==> src/bcdcal_cfg.svh <==
// Constants for the minute-to-month timekeeping group.
// Included by both ends; definitions only.
`ifndef BCDCAL_CFG_SVH
`define BCDCAL_CFG_SVH

`define BCDCAL_OFF_MINUTE 4'h1
`define BCDCAL_OFF_HOUR 4'h2
`define BCDCAL_OFF_WEEKDAY 4'h3
`define BCDCAL_OFF_MDAY 4'h4
`define BCDCAL_OFF_MONTH 4'h5
`define BCDCAL_OSC_FAIL_BIT 7
`define BCDCAL_HUNDRED_YEAR_TRACK_ENABLE_BIT 7
`define BCDCAL_HUNDRED_YEAR_TOGGLE_BIT 6
`define BCDCAL_MINUTE_RST 8'h80
`define BCDCAL_HOUR_RST 8'h00
`define BCDCAL_WEEKDAY_RST 8'h01
`define BCDCAL_MDAY_RST 8'h01
`define BCDCAL_MONTH_RST 8'h01
`define BCDCAL_MISS_LIMIT 4
`define BCDCAL_OSC_GAP_CYC 1300
`define BCDCAL_CLK_HZ 40000000
`define BCDCAL_REFRESH_S 1
`define BCDCAL_REFRESH_CYC (`BCDCAL_CLK_HZ * `BCDCAL_REFRESH_S)

`endif

==> src/bcdcal_pkg.sv <==
// Types shared by both ends of the timekeeping group.
// Assumes bcdcal_cfg.svh is on the include path.
package bcdcal_pkg;
    typedef logic [7:0] bcdcal_byte_t;
    typedef logic [3:0] bcdcal_addr_t;
endpackage

==> src/bcdcal_if.sv <==
// Register access path between host logic and the timekeeping group.
// Assumes one shared clock; testbench joins the two ends.
`timescale 1ns/1ps
`default_nettype none
interface bcdcal_if;
    import bcdcal_pkg::*;
    logic req;
    logic wr;
    bcdcal_addr_t addr;
    bcdcal_byte_t wdata;
    logic ack;
    logic refused;
    bcdcal_byte_t rdata;
    modport dev (input req, wr, addr, wdata, output ack, refused, rdata);
    modport host (output req, wr, addr, wdata, input ack, refused, rdata);
endinterface
`default_nettype wire

==> src/bcdcal_dev.sv <==
// Device end: BCD minute, hour, weekday, date and month counters.
// Assumes a one-second tick, seconds carry and year wrap from logic
// on clk_in; oscillator pulse and supply flags arrive from pins.
//
// Functional notes
// RULE_01 - Four missed oscillator pulses latch failure flag
// RULE_02 - Failure flag set at reset, host clears
// RULE_03 - Minute tens digit legal zero to five
// RULE_04 - Illegal digits advance until rollover
// RULE_05 - Minute units digit legal zero to nine
// RULE_06 - Fields refresh within one second after backup
// RULE_07 - Century bit kept only when tracking enabled
// RULE_08 - Century bit toggles on year wrap
// RULE_09 - Hours 24-hour form, tens zero to two
// RULE_10 - Hour units digit zero to nine
// RULE_11 - Weekday counts one to seven, wraps
// RULE_12 - Weekday zero still advances until wrap
// RULE_13 - Host writes zero to unused bits
// RULE_14 - Date digits form legal day of month
// RULE_15 - Month digits form month one to twelve
// RULE_16 - Hour register bit layout
// RULE_17 - Weekday register bit layout
// RULE_18 - Date register bit layout
// RULE_19 - Month register bit layout
// RULE_20 - Minute register at one, flag bit 7
// RULE_21 - Refuse access while on backup supply
// RULE_22 - Counters carry into next on wrap
`timescale 1ns/1ps
`default_nettype none
`include "bcdcal_cfg.svh"
module bcdcal_dev #(
    parameter int MISS_LIMIT = `BCDCAL_MISS_LIMIT,
    parameter int OSC_GAP_CYC = `BCDCAL_OSC_GAP_CYC,
    parameter int REFRESH_CYC = `BCDCAL_REFRESH_CYC
) (
    input wire logic clk_in,
    input wire logic rst_n_in,
    input wire logic sec_tick_in,
    input wire logic sec_carry_in,
    input wire logic year_wrap_in,
    input wire logic leap_year_in,
    input wire logic osc_pulse_in,
    input wire logic main_power_ok_in,
    bcdcal_if.dev bus,
    output logic osc_fail_flag_out,
    output logic fields_valid_out
);
    import bcdcal_pkg::*;

    bcdcal_byte_t minute_r, hour_r, wday_r, mday_r, month_r, rdata_r;
    logic ack_r, refused_r, valid_r;
    logic [2:0] osc_sync_r, pwr_sync_r;
    logic [15:0] gap_cnt_r;
    logic [3:0] miss_cnt_r;
    logic [31:0] refresh_cnt_r;
    logic osc_prev_r;
    logic miss_now;
    logic [7:0] min_next, hr_next, mday_next, mon_next, mdays;

    // One BCD step: units wrap at 9, tens bump; illegal units just count
    function automatic logic [7:0] bcd_inc(input logic [7:0] v);
        if (v[3:0] == 4'h9)
            bcd_inc = {v[7:4] + 4'h1, 4'h0};
        else
            bcd_inc = {v[7:4], v[3:0] + 4'h1};
    endfunction

    function automatic logic [7:0] month_days(input logic [4:0] m,
                                               input logic leap);
        case (m)
            5'h02: month_days = leap ? 8'h29 : 8'h28;
            5'h04, 5'h06, 5'h09, 5'h11: month_days = 8'h30;
            default: month_days = 8'h31;
        endcase
    endfunction

    // Three-stage sync; change counts once stages two and three agree
    always_ff @(posedge clk_in or negedge rst_n_in) begin
        if (!rst_n_in) begin
            osc_sync_r <= 3'h0;
            pwr_sync_r <= 3'h0;
        end else begin
            osc_sync_r <= {osc_sync_r[1:0], osc_pulse_in};
            pwr_sync_r <= {pwr_sync_r[1:0], main_power_ok_in};
        end
    end

    wire osc_stable = (osc_sync_r[1] == osc_sync_r[2]);
    wire pwr_ok = pwr_sync_r[2] & pwr_sync_r[1];

    // Missed pulse = no oscillator edge within one expected period
    always_ff @(posedge clk_in or negedge rst_n_in) begin
        if (!rst_n_in) begin
            osc_prev_r <= 1'b0;
            gap_cnt_r <= 16'h0000;
            miss_cnt_r <= 4'h0;
        end else if (osc_stable) begin
            osc_prev_r <= osc_sync_r[2];
            if (osc_sync_r[2] & ~osc_prev_r) begin
                gap_cnt_r <= 16'h0000;
                miss_cnt_r <= 4'h0;
            end else if (gap_cnt_r == 16'(OSC_GAP_CYC - 1)) begin
                gap_cnt_r <= 16'h0000;
                if (miss_cnt_r != 4'hf)
                    miss_cnt_r <= miss_cnt_r + 4'h1;
            end else begin
                gap_cnt_r <= gap_cnt_r + 16'h0001;
            end
        end
    end

    assign miss_now = (miss_cnt_r >= 4'(MISS_LIMIT));

    // Refresh window after return to main supply
    always_ff @(posedge clk_in or negedge rst_n_in) begin
        if (!rst_n_in) begin
            refresh_cnt_r <= 32'h0;
            valid_r <= 1'b0;
        end else if (!pwr_ok) begin
            refresh_cnt_r <= 32'h0;
            valid_r <= 1'b0;
        end else if (refresh_cnt_r == 32'(REFRESH_CYC - 1)) begin
            valid_r <= 1'b1; // [RULE_06]
        end else begin
            refresh_cnt_r <= refresh_cnt_r + 32'h1;
        end
    end

    wire wr_hit = bus.req & bus.wr & pwr_ok; // [RULE_21]
    wire min_wrap = (minute_r[6:0] == 7'h59);
    wire hr_wrap = (hour_r[5:0] == 6'h23);
    wire day_roll = sec_tick_in & sec_carry_in & min_wrap & hr_wrap;
    // A call result cannot be sliced, so each step gets its own net
    assign min_next = bcd_inc({1'b0, minute_r[6:0]});
    assign hr_next = bcd_inc({2'b00, hour_r[5:0]});
    assign mday_next = bcd_inc({2'b00, mday_r[5:0]});
    assign mon_next = bcd_inc({3'h0, month_r[4:0]});
    assign mdays = month_days(month_r[4:0], leap_year_in);
    wire mday_end = (mday_r[5:0] == mdays[5:0]);

    // Minute register and oscillator-failure flag
    always_ff @(posedge clk_in or negedge rst_n_in) begin
        if (!rst_n_in) begin
            minute_r <= `BCDCAL_MINUTE_RST; // [RULE_02] [RULE_20]
        end else begin
            if (wr_hit && bus.addr == `BCDCAL_OFF_MINUTE)
                minute_r <= bus.wdata;
            else if (sec_tick_in && sec_carry_in)
                // Tens may start illegal; any step that overflows wraps
                minute_r[6:0] <= min_wrap ? 7'h00
                    : min_next[6:0];
                    // [RULE_03] [RULE_04] [RULE_05] [RULE_22]
            if (miss_now)
                minute_r[`BCDCAL_OSC_FAIL_BIT] <= 1'b1; // [RULE_01]
        end
    end

    // Hour and century
    always_ff @(posedge clk_in or negedge rst_n_in) begin
        if (!rst_n_in) begin
            hour_r <= `BCDCAL_HOUR_RST;
        end else if (wr_hit && bus.addr == `BCDCAL_OFF_HOUR) begin
            hour_r <= bus.wdata; // [RULE_16]
        end else begin
            if (sec_tick_in && sec_carry_in && min_wrap)
                hour_r[5:0] <= hr_wrap ? 6'h00
                    : hr_next[5:0];
                    // [RULE_09] [RULE_10] [RULE_04] [RULE_22]
            if (year_wrap_in && hour_r[`BCDCAL_HUNDRED_YEAR_TRACK_ENABLE_BIT])
                hour_r[`BCDCAL_HUNDRED_YEAR_TOGGLE_BIT] <= ~hour_r[`BCDCAL_HUNDRED_YEAR_TOGGLE_BIT];
                // [RULE_07] [RULE_08]
        end
    end

    // Weekday, date, month
    always_ff @(posedge clk_in or negedge rst_n_in) begin
        if (!rst_n_in) begin
            wday_r <= `BCDCAL_WEEKDAY_RST;
            mday_r <= `BCDCAL_MDAY_RST;
            month_r <= `BCDCAL_MONTH_RST;
        end else begin
            if (wr_hit && bus.addr == `BCDCAL_OFF_WEEKDAY)
                wday_r <= {5'h00, bus.wdata[2:0]}; // [RULE_17] [RULE_13]
            else if (day_roll)
                wday_r[2:0] <= (wday_r[2:0] == 3'h7) ? 3'h1
                    : wday_r[2:0] + 3'h1; // [RULE_11] [RULE_12]
            if (wr_hit && bus.addr == `BCDCAL_OFF_MDAY)
                mday_r <= {2'b00, bus.wdata[5:0]}; // [RULE_18]
            else if (day_roll)
                mday_r[5:0] <= mday_end ? 6'h01
                    : mday_next[5:0]; // [RULE_14]
            if (wr_hit && bus.addr == `BCDCAL_OFF_MONTH)
                month_r <= {3'h0, bus.wdata[4:0]}; // [RULE_19]
            else if (day_roll && mday_end)
                month_r[4:0] <= (month_r[4:0] == 5'h12) ? 5'h01
                    : mon_next[4:0];
                    // [RULE_15] [RULE_22]
        end
    end

    // Read path and answer; one-cycle ack, refusal on backup supply
    always_ff @(posedge clk_in or negedge rst_n_in) begin
        if (!rst_n_in) begin
            ack_r <= 1'b0;
            refused_r <= 1'b0;
            rdata_r <= 8'h00;
        end else begin
            ack_r <= bus.req & pwr_ok;
            refused_r <= bus.req & ~pwr_ok; // [RULE_21]
            if (bus.req && !bus.wr && pwr_ok) begin
                if (bus.addr == `BCDCAL_OFF_MINUTE)
                    rdata_r <= minute_r;
                else if (bus.addr == `BCDCAL_OFF_HOUR)
                    rdata_r <= hour_r;
                else if (bus.addr == `BCDCAL_OFF_WEEKDAY)
                    rdata_r <= wday_r;
                else if (bus.addr == `BCDCAL_OFF_MDAY)
                    rdata_r <= mday_r;
                else if (bus.addr == `BCDCAL_OFF_MONTH)
                    rdata_r <= month_r;
                else
                    rdata_r <= 8'h00;
            end
        end
    end

    assign bus.ack = ack_r;
    assign bus.refused = refused_r;
    assign bus.rdata = rdata_r;

    always_ff @(posedge clk_in or negedge rst_n_in) begin
        if (!rst_n_in) begin
            osc_fail_flag_out <= 1'b1;
            fields_valid_out <= 1'b0;
        end else begin
            osc_fail_flag_out <= minute_r[`BCDCAL_OSC_FAIL_BIT];
            fields_valid_out <= valid_r;
        end
    end
endmodule
`default_nettype wire

==> src/flat_wrapper.sv <==
// flat-port wrapper written by rule: the top's interface ports become plain ports
module bcdcal_dev_flat import bcdcal_pkg::*;
#(
    parameter int MISS_LIMIT = `BCDCAL_MISS_LIMIT,
    parameter int OSC_GAP_CYC = `BCDCAL_OSC_GAP_CYC,
    parameter int REFRESH_CYC = `BCDCAL_REFRESH_CYC
)
  (clk_in, rst_n_in, sec_tick_in, sec_carry_in, year_wrap_in, leap_year_in, osc_pulse_in, main_power_ok_in, osc_fail_flag_out, fields_valid_out, bus_req, bus_wr, bus_addr, bus_wdata, bus_ack, bus_refused, bus_rdata);
  bcdcal_if bus_i ();
  input wire logic clk_in;
  input wire logic rst_n_in;
  input wire logic sec_tick_in;
  input wire logic sec_carry_in;
  input wire logic year_wrap_in;
  input wire logic leap_year_in;
  input wire logic osc_pulse_in;
  input wire logic main_power_ok_in;
  output logic osc_fail_flag_out;
  output logic fields_valid_out;
  input wire logic [$bits(bus_i.req)-1:0] bus_req;
  input wire logic [$bits(bus_i.wr)-1:0] bus_wr;
  input wire logic [$bits(bus_i.addr)-1:0] bus_addr;
  input wire logic [$bits(bus_i.wdata)-1:0] bus_wdata;
  output wire logic [$bits(bus_i.ack)-1:0] bus_ack;
  output wire logic [$bits(bus_i.refused)-1:0] bus_refused;
  output wire logic [$bits(bus_i.rdata)-1:0] bus_rdata;
  assign bus_i.req = bus_req;
  assign bus_i.wr = bus_wr;
  assign bus_i.addr = bus_addr;
  assign bus_i.wdata = bus_wdata;
  assign bus_ack = bus_i.ack;
  assign bus_refused = bus_i.refused;
  assign bus_rdata = bus_i.rdata;
  bcdcal_dev #(.MISS_LIMIT(MISS_LIMIT), .OSC_GAP_CYC(OSC_GAP_CYC), .REFRESH_CYC(REFRESH_CYC)) u_core (.clk_in(clk_in), .rst_n_in(rst_n_in), .sec_tick_in(sec_tick_in), .sec_carry_in(sec_carry_in), .year_wrap_in(year_wrap_in), .leap_year_in(leap_year_in), .osc_pulse_in(osc_pulse_in), .main_power_ok_in(main_power_ok_in), .bus(bus_i), .osc_fail_flag_out(osc_fail_flag_out), .fields_valid_out(fields_valid_out));
endmodule
==> config.mk <==
export PLATFORM = sky130hd
export DESIGN_NAME = bcdcal_dev_flat
export DESIGN_NICKNAME = d
export VERILOG_FILES = /design/src/bcdcal_pkg.sv /design/src/bcdcal_if.sv /design/src/bcdcal_dev.sv /design/src/flat_wrapper.sv
export VERILOG_INCLUDE_DIRS = /design/src
export SDC_FILE = /design/constraint.sdc
export NUM_CORES = 1
export LEC_CHECK = 0
export BUFFER_PORTS_ARGS = -buffer_cell sky130_fd_sc_hd__buf_2
export CAP_MARGIN = 5
export CORE_UTILIZATION = 55
export CTS_BUF_LIST = sky130_fd_sc_hd__clkbuf_4
export DETAILED_ROUTE_END_ITERATION = 8
export MAX_ROUTING_LAYER = met4
export PLACE_DENSITY = 0.73
export SYNTH_ARGS = -nofsm -noshare
export SYNTH_HDL_FRONTEND = slang
export SYNTH_SLANG_ARGS = --single-unit
==> constraint.sdc <==
create_clock -name clk_in -period 3.2 [get_ports clk_in]
set_clock_uncertainty 0.2 [all_clocks]
set_input_delay 0 -clock clk_in [delete_from_list [all_inputs] [get_ports clk_in]]
set_output_delay 0 -clock clk_in [all_outputs]
set_load 0.01 [all_outputs]
==> metrics.txt, run 1 <==
Bufs and invs on worst path=2; starting density of the core=56.9%; final hold vios=0; die area=10600 um^2; CTS tree=yes; largest net degree at the start of global routing=60; Synth top area share=43.4%; Seq/Total Area, Yosys=45.8%; commonest cells after routing, fill and taps aside=dfrtp_1 (97), nor2_1 (76), nand2_1 (67); fillers=869; setup ws final=0.556 ns; Syn Inst Count=604; wire per inst=16.0 um; CP Class=reg -> reg; setup_tns=0 ns; first-pass GRT wire length=21800 um; deepest clock path buffer count=2; vias in the first global route=4454; CP max FO=6; FF/Latch Area=2560 um^2; status=finished clean; YS warnings=0; Syn Nets=640; area of the core=9820 um^2; initial antenna violation count=0; Mapped Area=5590 um^2; Avg Cell Area, Syn=9.25 um^2; initial drt markers=298; WP data required=3.43 ns; leading cell type in the layout, fill and taps excluded=dfrtp_1; FFs w/ async S/R, synth=100%; height of the chip=103 um; Ant. Diodes=0; gr usage total=27.8%; Pre-Repair DR Iteration Count=4; Num Clock Sinks=102; slowest library cell on the worst path=dlygate4sd3_1; vias per inst=5.83; Vias=4694; Worst setup startpoint=u_core.pwr_sync_r[1]; top_reg_cell synth=dfrtp_1; reg2reg setup slack=0.56 ns; R2R cell count=7; Worst path max stage delay=0.57 ns; Final ANT Viol Nets=0; final worst path period need=2.64 ns; CP arrival=2.88 ns; dpl cells=757; Finished Layout Cells=805; hold-critical path depth=3; final setup violation count=0; RSZ-0062 raised after global routing=false; Worst R2R Start=u_core.pwr_sync_r[1]; Util after Layout=65.0%; max_slew headroom=25.7%; CTS buffer count=9; H-tree depth=3; RePlAce Congestion=0.880; io pins=34; Root Driver=clkbuf_4; number of buffers added on ports=33; Worst setup SP type=flop; share of cells above drive strength 1=12.2%; count of unique library cells instantiated by Yosys=65; # DRC=0; CP delay by family, top=buffers and inverters; crit path capture type=flop; total wire length=12900 um; Worst-path clk slew=0.16 ns; Layout Nets=703; grt ovf=0; register bit total from synthesis=102; max-slew violations=0; worst slew pin tran=1.11 ns; Worst-Skew Late Latency=0.48 ns; maxcap violations=0; WP depth=7; synthesis-to-finish area growth=14.3%; Final Cycle Share=82.6%; Cell Chain, Critical Path=and3_4, nand2_1, nor2_1, nand2_1, dlygate4sd3_1, nand3_1, dlygate4sd3_1; f_max=0.378 GHz; FP Rows=36; EDFF count, synth=0; leading area contributor after synthesis=dfrtp_1; post-place setup slack=0.674 ns; Detail Placement HPWL=8710 um; reg2reg end=u_core.minute_r[7]; Multi-input gate area=2890 um^2; Worst Hold Class=in -> reg; Lkg Pwr=2.71 nW; Worst Setup EP=u_core.minute_r[7]; Die X=103 um; pwr/cell area=427 nW/um^2; synth top area cells=dfrtp_1 (43%), nor2_1 (5.1%), nand2_1 (4.5%); maximum VDD drop=0.284 mV
## cell families after synthesis
| kind of cell | share of synthesized area (%) |
|---|---|
| multiplexers | 2.08 |
| buffers and inverters | 2.58 |
| adder cells (fa/ha/maj) | 3.31 |
| AND/OR/NAND/NOR | 26.3 |
| flip-flops | 45.8 |
| XOR/XNOR | 6.90 |
| AO/OA/AOI/OAI | 13.0 |
## sequential cells by signal, summed over array words and instances, names as in the netlist
register / count
u_core.mday_r: 6
u_core.minute_r: 8
u_core.bus.rdata: 8
u_core.wday_r: 3
u_core.pwr_sync_r: 3
u_core.valid_r: 1
u_core.miss_cnt_r: 4
u_core.osc_fail_flag_out: 1
u_core.month_r: 5
u_core.fields_valid_out: 1
u_core.hour_r: 8
u_core.refresh_cnt_r: 32
u_core.bus.ack: 1
u_core.bus.refused: 1
u_core.gap_cnt_r: 16
u_core.osc_prev_r: 1
u_core.osc_sync_r: 3
## synth_stat cells (2+ instances only)
| cell type | count |
|---|---|
| or3_1 | 12 |
| buf_4 | 2 |
| ha_1 | 14 |
| nand4_1 | 14 |
| nand2_1 | 67 |
| a211oi_1 | 4 |
| nor2_1 | 76 |
| o211a_1 | 2 |
| inv_1 | 14 |
| nor3_1 | 15 |
| nor4b_1 | 6 |
| and4_1 | 8 |
| nor3b_1 | 2 |
| and3b_1 | 3 |
| nor4_1 | 12 |
| o22ai_1 | 3 |
| a22o_1 | 5 |
| a31oi_1 | 2 |
| nand3_1 | 22 |
| and3_1 | 7 |
| a211o_1 | 2 |
| o21ai_0 | 41 |
| buf_1 | 2 |
| xor2_1 | 22 |
| or2_2 | 4 |
| dfrtp_1 | 97 |
| a21oi_1 | 36 |
| o31ai_1 | 2 |
| nor4bb_1 | 2 |
| a22oi_1 | 6 |
| mux2_2 | 5 |
| a21o_1 | 3 |
| clkbuf_1 | 13 |
| nand2b_1 | 5 |
| buf_2 | 4 |
| nand3b_1 | 8 |
| mux2i_1 | 6 |
| nor2b_1 | 4 |
| xnor2_1 | 22 |
| dfstp_2 | 5 |
## final cells by class
type	count	area share [%]
clock inverters	6	0.979
repair buffers	73	9.11
inverters	14	0.823
clock buffers	10	1.18
well taps	133	2.61
flip-flops and latches	102	40.1
multi-input cells	467	45.2
## how the worst min path moves through the flow
stage	from	slack [ns]	endpoint
after floorplan	rst_n_in	-0.50	u_core.bus.ack
after global placement	osc_pulse_in	-0.09	u_core.osc_sync_r[0]
after detailed placement	main_power_ok_in	-0.09	u_core.pwr_sync_r[0]
after CTS	bus_wdata[7]	0.06	u_core.hour_r[7]
after global routing	bus_wdata[7]	0.10	u_core.hour_r[7]
final	bus_wdata[7]	0.12	u_core.hour_r[7]
## worst register-to-register path, cell delays in order (launching register included)
cell	delay [ns]
dfrtp_1	0.43
and3_4	0.22
nand2_1	0.08
nor2_1	0.41
nand2_1	0.09
dlygate4sd3_1	0.57
nand3_1	0.07
dlygate4sd3_1	0.54
## per-layer routing
metal  wire length [um]  vias to the layer above  part of all wire (%)  GRT usage [%]
met5                  0                        -                     0              -
li1                   -                     2282                     -              -
met2               6360                       93                    49           44.7
met1               5830                     2299                    45           34.8
met4                229                        0                   1.8           9.21
met3                486                       20                   3.8           6.37
## through the flow
stage                     hold WS (ns)  total power, W  area (um^2)
final                            0.118         0.00273         6390
after global routing             0.100         0.00288         6390
after CTS                       0.0615         0.00275         6390
after detailed placement       -0.0907         0.00201         5900
after global placement         -0.0924         0.00199         5900
after floorplan                 -0.496         0.00185         5590
## power by group
part	switching (W)	internal, W	leakage [nW]
Clock	0.000444	0.000245	0.0700
Sequential	0.000151	0.00142	1.35
Combinational	0.000245	0.000229	1.29
## timing repair
item,CTS,global route
endpoints found under the hold margin,142,0
hold buffers,33,0
setup endpoints to repair,0,1
gates resized for setup,0,2
buffers inserted,0,0
No activity file was read; power rests on OpenSTA's default activity.
==> run 2, diff against run 1 <==
PLACE_DENSITY = 0.76   (was 0.73)
clock period = 2.3 ns   (was 3.2 ns; I/O delays follow)
==> metrics.txt, run 2 (synthesis results as in run 1) <==
max-slew violations=0 (unchanged); Num Clock Sinks=102 (unchanged); RePlAce Congestion=0.885 (+0.64%); H-tree depth=3 (unchanged); CP arrival=2.61 ns (-0.27 ns); GR Util met3=6.58% (+0.20 points); largest register by flop count=u_core.refresh_cnt_r; Final Cycle Share=107% (+24 points); max_slew headroom=62.9% (+37 points); R2R cell count=7 (unchanged); worst min-delay path startpoint=bus_wdata[7]; violated checks=negative setup slack; setup_tns=-1.91 ns (-1.91 ns); Fin Hold WS=0.129 ns (+0.0111 ns); Die X=103 um (unchanged); Worst R2R Start=u_core.refresh_cnt_r[26]; Finished Layout Cells=839 (+4.2%); reg2reg setup slack=-0.15 ns (-0.71 ns); number of buffers added on ports=33 (unchanged); pwr/cell area=595 nW/um^2 (+39%); Worst setup SP type=flop; gr usage total=28.4% (+0.59 points); status=finished, violations left; Lkg Pwr=2.92 nW (+7.9%); starting density of the core=56.9% (unchanged); reg2reg end=u_core.refresh_cnt_r[4]; area of the core=9820 um^2 (unchanged); Total Power=0.00402 W (+47%); initial drt markers=209 (-30%); Root Driver=clkbuf_4; worst slew pin tran=0.554 ns (-0.558 ns); worst hold endpoint=u_core.hour_r[7]; commonest cells after routing, fill and taps aside=dfrtp_1 (97), nor2_1 (73), nand2_1 (67); final hold vios=0 (unchanged); crit path capture type=flop; first-pass GRT wire length=22200 um (+1.9%); total wire length=13500 um (+4.3%); Largest register FFs=32 (unchanged); grt ovf=0 (unchanged); GRT met1 Usage=35.8% (+0.95 points); Worst setup startpoint=u_core.refresh_cnt_r[26]; WP data required=2.46 ns (-0.97 ns); Worst-path clk slew=0.16 ns (about the same); final worst path period need=2.45 ns (-0.192 ns); Pre-Repair DR Iteration Count=4 (unchanged); dpl cells=787 (+4.0%); Layout Nets=737 (+4.8%); largest net degree at the start of global routing=45 (-25%); deepest clock path buffer count=2 (unchanged); io pins=34 (unchanged); final setup violation count=21 (+21); maxcap violations=0 (unchanged); met2 Use GR=44.9% (+0.26 points); Ant. Diodes=0 (unchanged); CTS tree=yes; wire per inst=16.0 um (+0.12%); CP max FO=8 (+2); f_max=0.408 GHz (+7.8%); Vias=4902 (+4.4%); Final ANT Viol Nets=0 (unchanged); hold-critical path depth=3 (unchanged); # DRC=0 (unchanged); die area=10600 um^2 (unchanged); Worst-Skew Late Latency=0.48 ns (about the same); Detail Placement HPWL=9170 um (+5.3%); height of the chip=103 um (unchanged); vias per inst=5.84 (+0.20%); top flop regs=u_core.refresh_cnt_r x32, u_core.gap_cnt_r x16; Worst Hold Class=in -> reg; RSZ-0062 raised after global routing=true; CTS buffer count=9 (unchanged); busiest grt layer=met2; share of cells above drive strength 1=18.8% (+6.6 points); FP Rows=36 (unchanged); maximum VDD drop=0.474 mV (+67%); vias in the first global route=4616 (+3.6%); setup ws final=-0.152 ns (-0.708 ns); post-place setup slack=-0.101 ns (-0.775 ns); initial antenna violation count=0 (unchanged); leading cell type in the layout, fill and taps excluded=dfrtp_1; CP Class=reg -> reg; synthesis-to-finish area growth=21.0%
## run 2: changes by cell type in the layout (fill, tap and decap cells not counted), moves of 3 or more
cell / delta
buf_4: +30
buf_6: +4
inv_6: +4
nor3_1: -4
nor3_2: +4
nor2_1: -3
nor2_2: +3
o21ai_0: -3
## run 2: how the worst max path moves through the flow
stage | endpoint | slack (ns) | cells past startpoint
floorplan | u_core.month_r[3] | 0.008 | 8
global placement | u_core.refresh_cnt_r[4] | -0.06 | 7
detailed placement | u_core.refresh_cnt_r[4] | -0.10 | 7
CTS | u_core.refresh_cnt_r[17] | -0.14 | 7
global route | u_core.refresh_cnt_r[17] | -0.24 | 7
finish | u_core.refresh_cnt_r[4] | -0.15 | 7
## run 2: layout make-up
class | instances | area, um^2
fillers | 792 | 3060
multi-input cells | 467 | 2970
flip-flops and latches | 102 | 2560
repair buffers | 107 | 845
well taps | 133 | 166
clock inverters | 7 | 104
clock buffers | 9 | 67.6
inverters | 14 | 52.6
## run 2: through the flow
step           cell area [um^2]  utilization (%)
2_1_floorplan              5590                -
3_3_place_gp               6130             62.4
3_5_place_dp               6130             62.4
4_1_cts                    6660             67.8
5_1_grt                    6760             68.9
6_report                   6760             68.9
## run 2: repair_timing
item / in CTS / in global routing
gates cloned: 0 / 0
buffers inserted: 1 / 3
hold buffers: 32 / 0
endpoints found under the setup margin: 22 / 53
gates resized for setup: 4 / 23
endpoints found under the hold margin: 143 / 0
pin swaps: 2 / 9
## run 2: per-layer routing
metal,vias to the layer above,wire length (um)
met1,2373,5950
met2,143,6550
met5,-,0
met3,28,646
li1,2358,-
met4,0,310
## run 2: critical path, cell delays in order (launching register included)
cell and delay [ns]:
dfrtp_1 0.41, or4_4 0.53, or3_4 0.38, nor4_4 0.30
buf_6 0.20, or3b_4 0.13, xor2_1 0.13, nor2_1 0.05
## run 2: report_power, final
part	internal, W	switching (W)
registers	0.00197	0.000169
clock network	0.000459	0.000645
logic	0.000372	0.000405
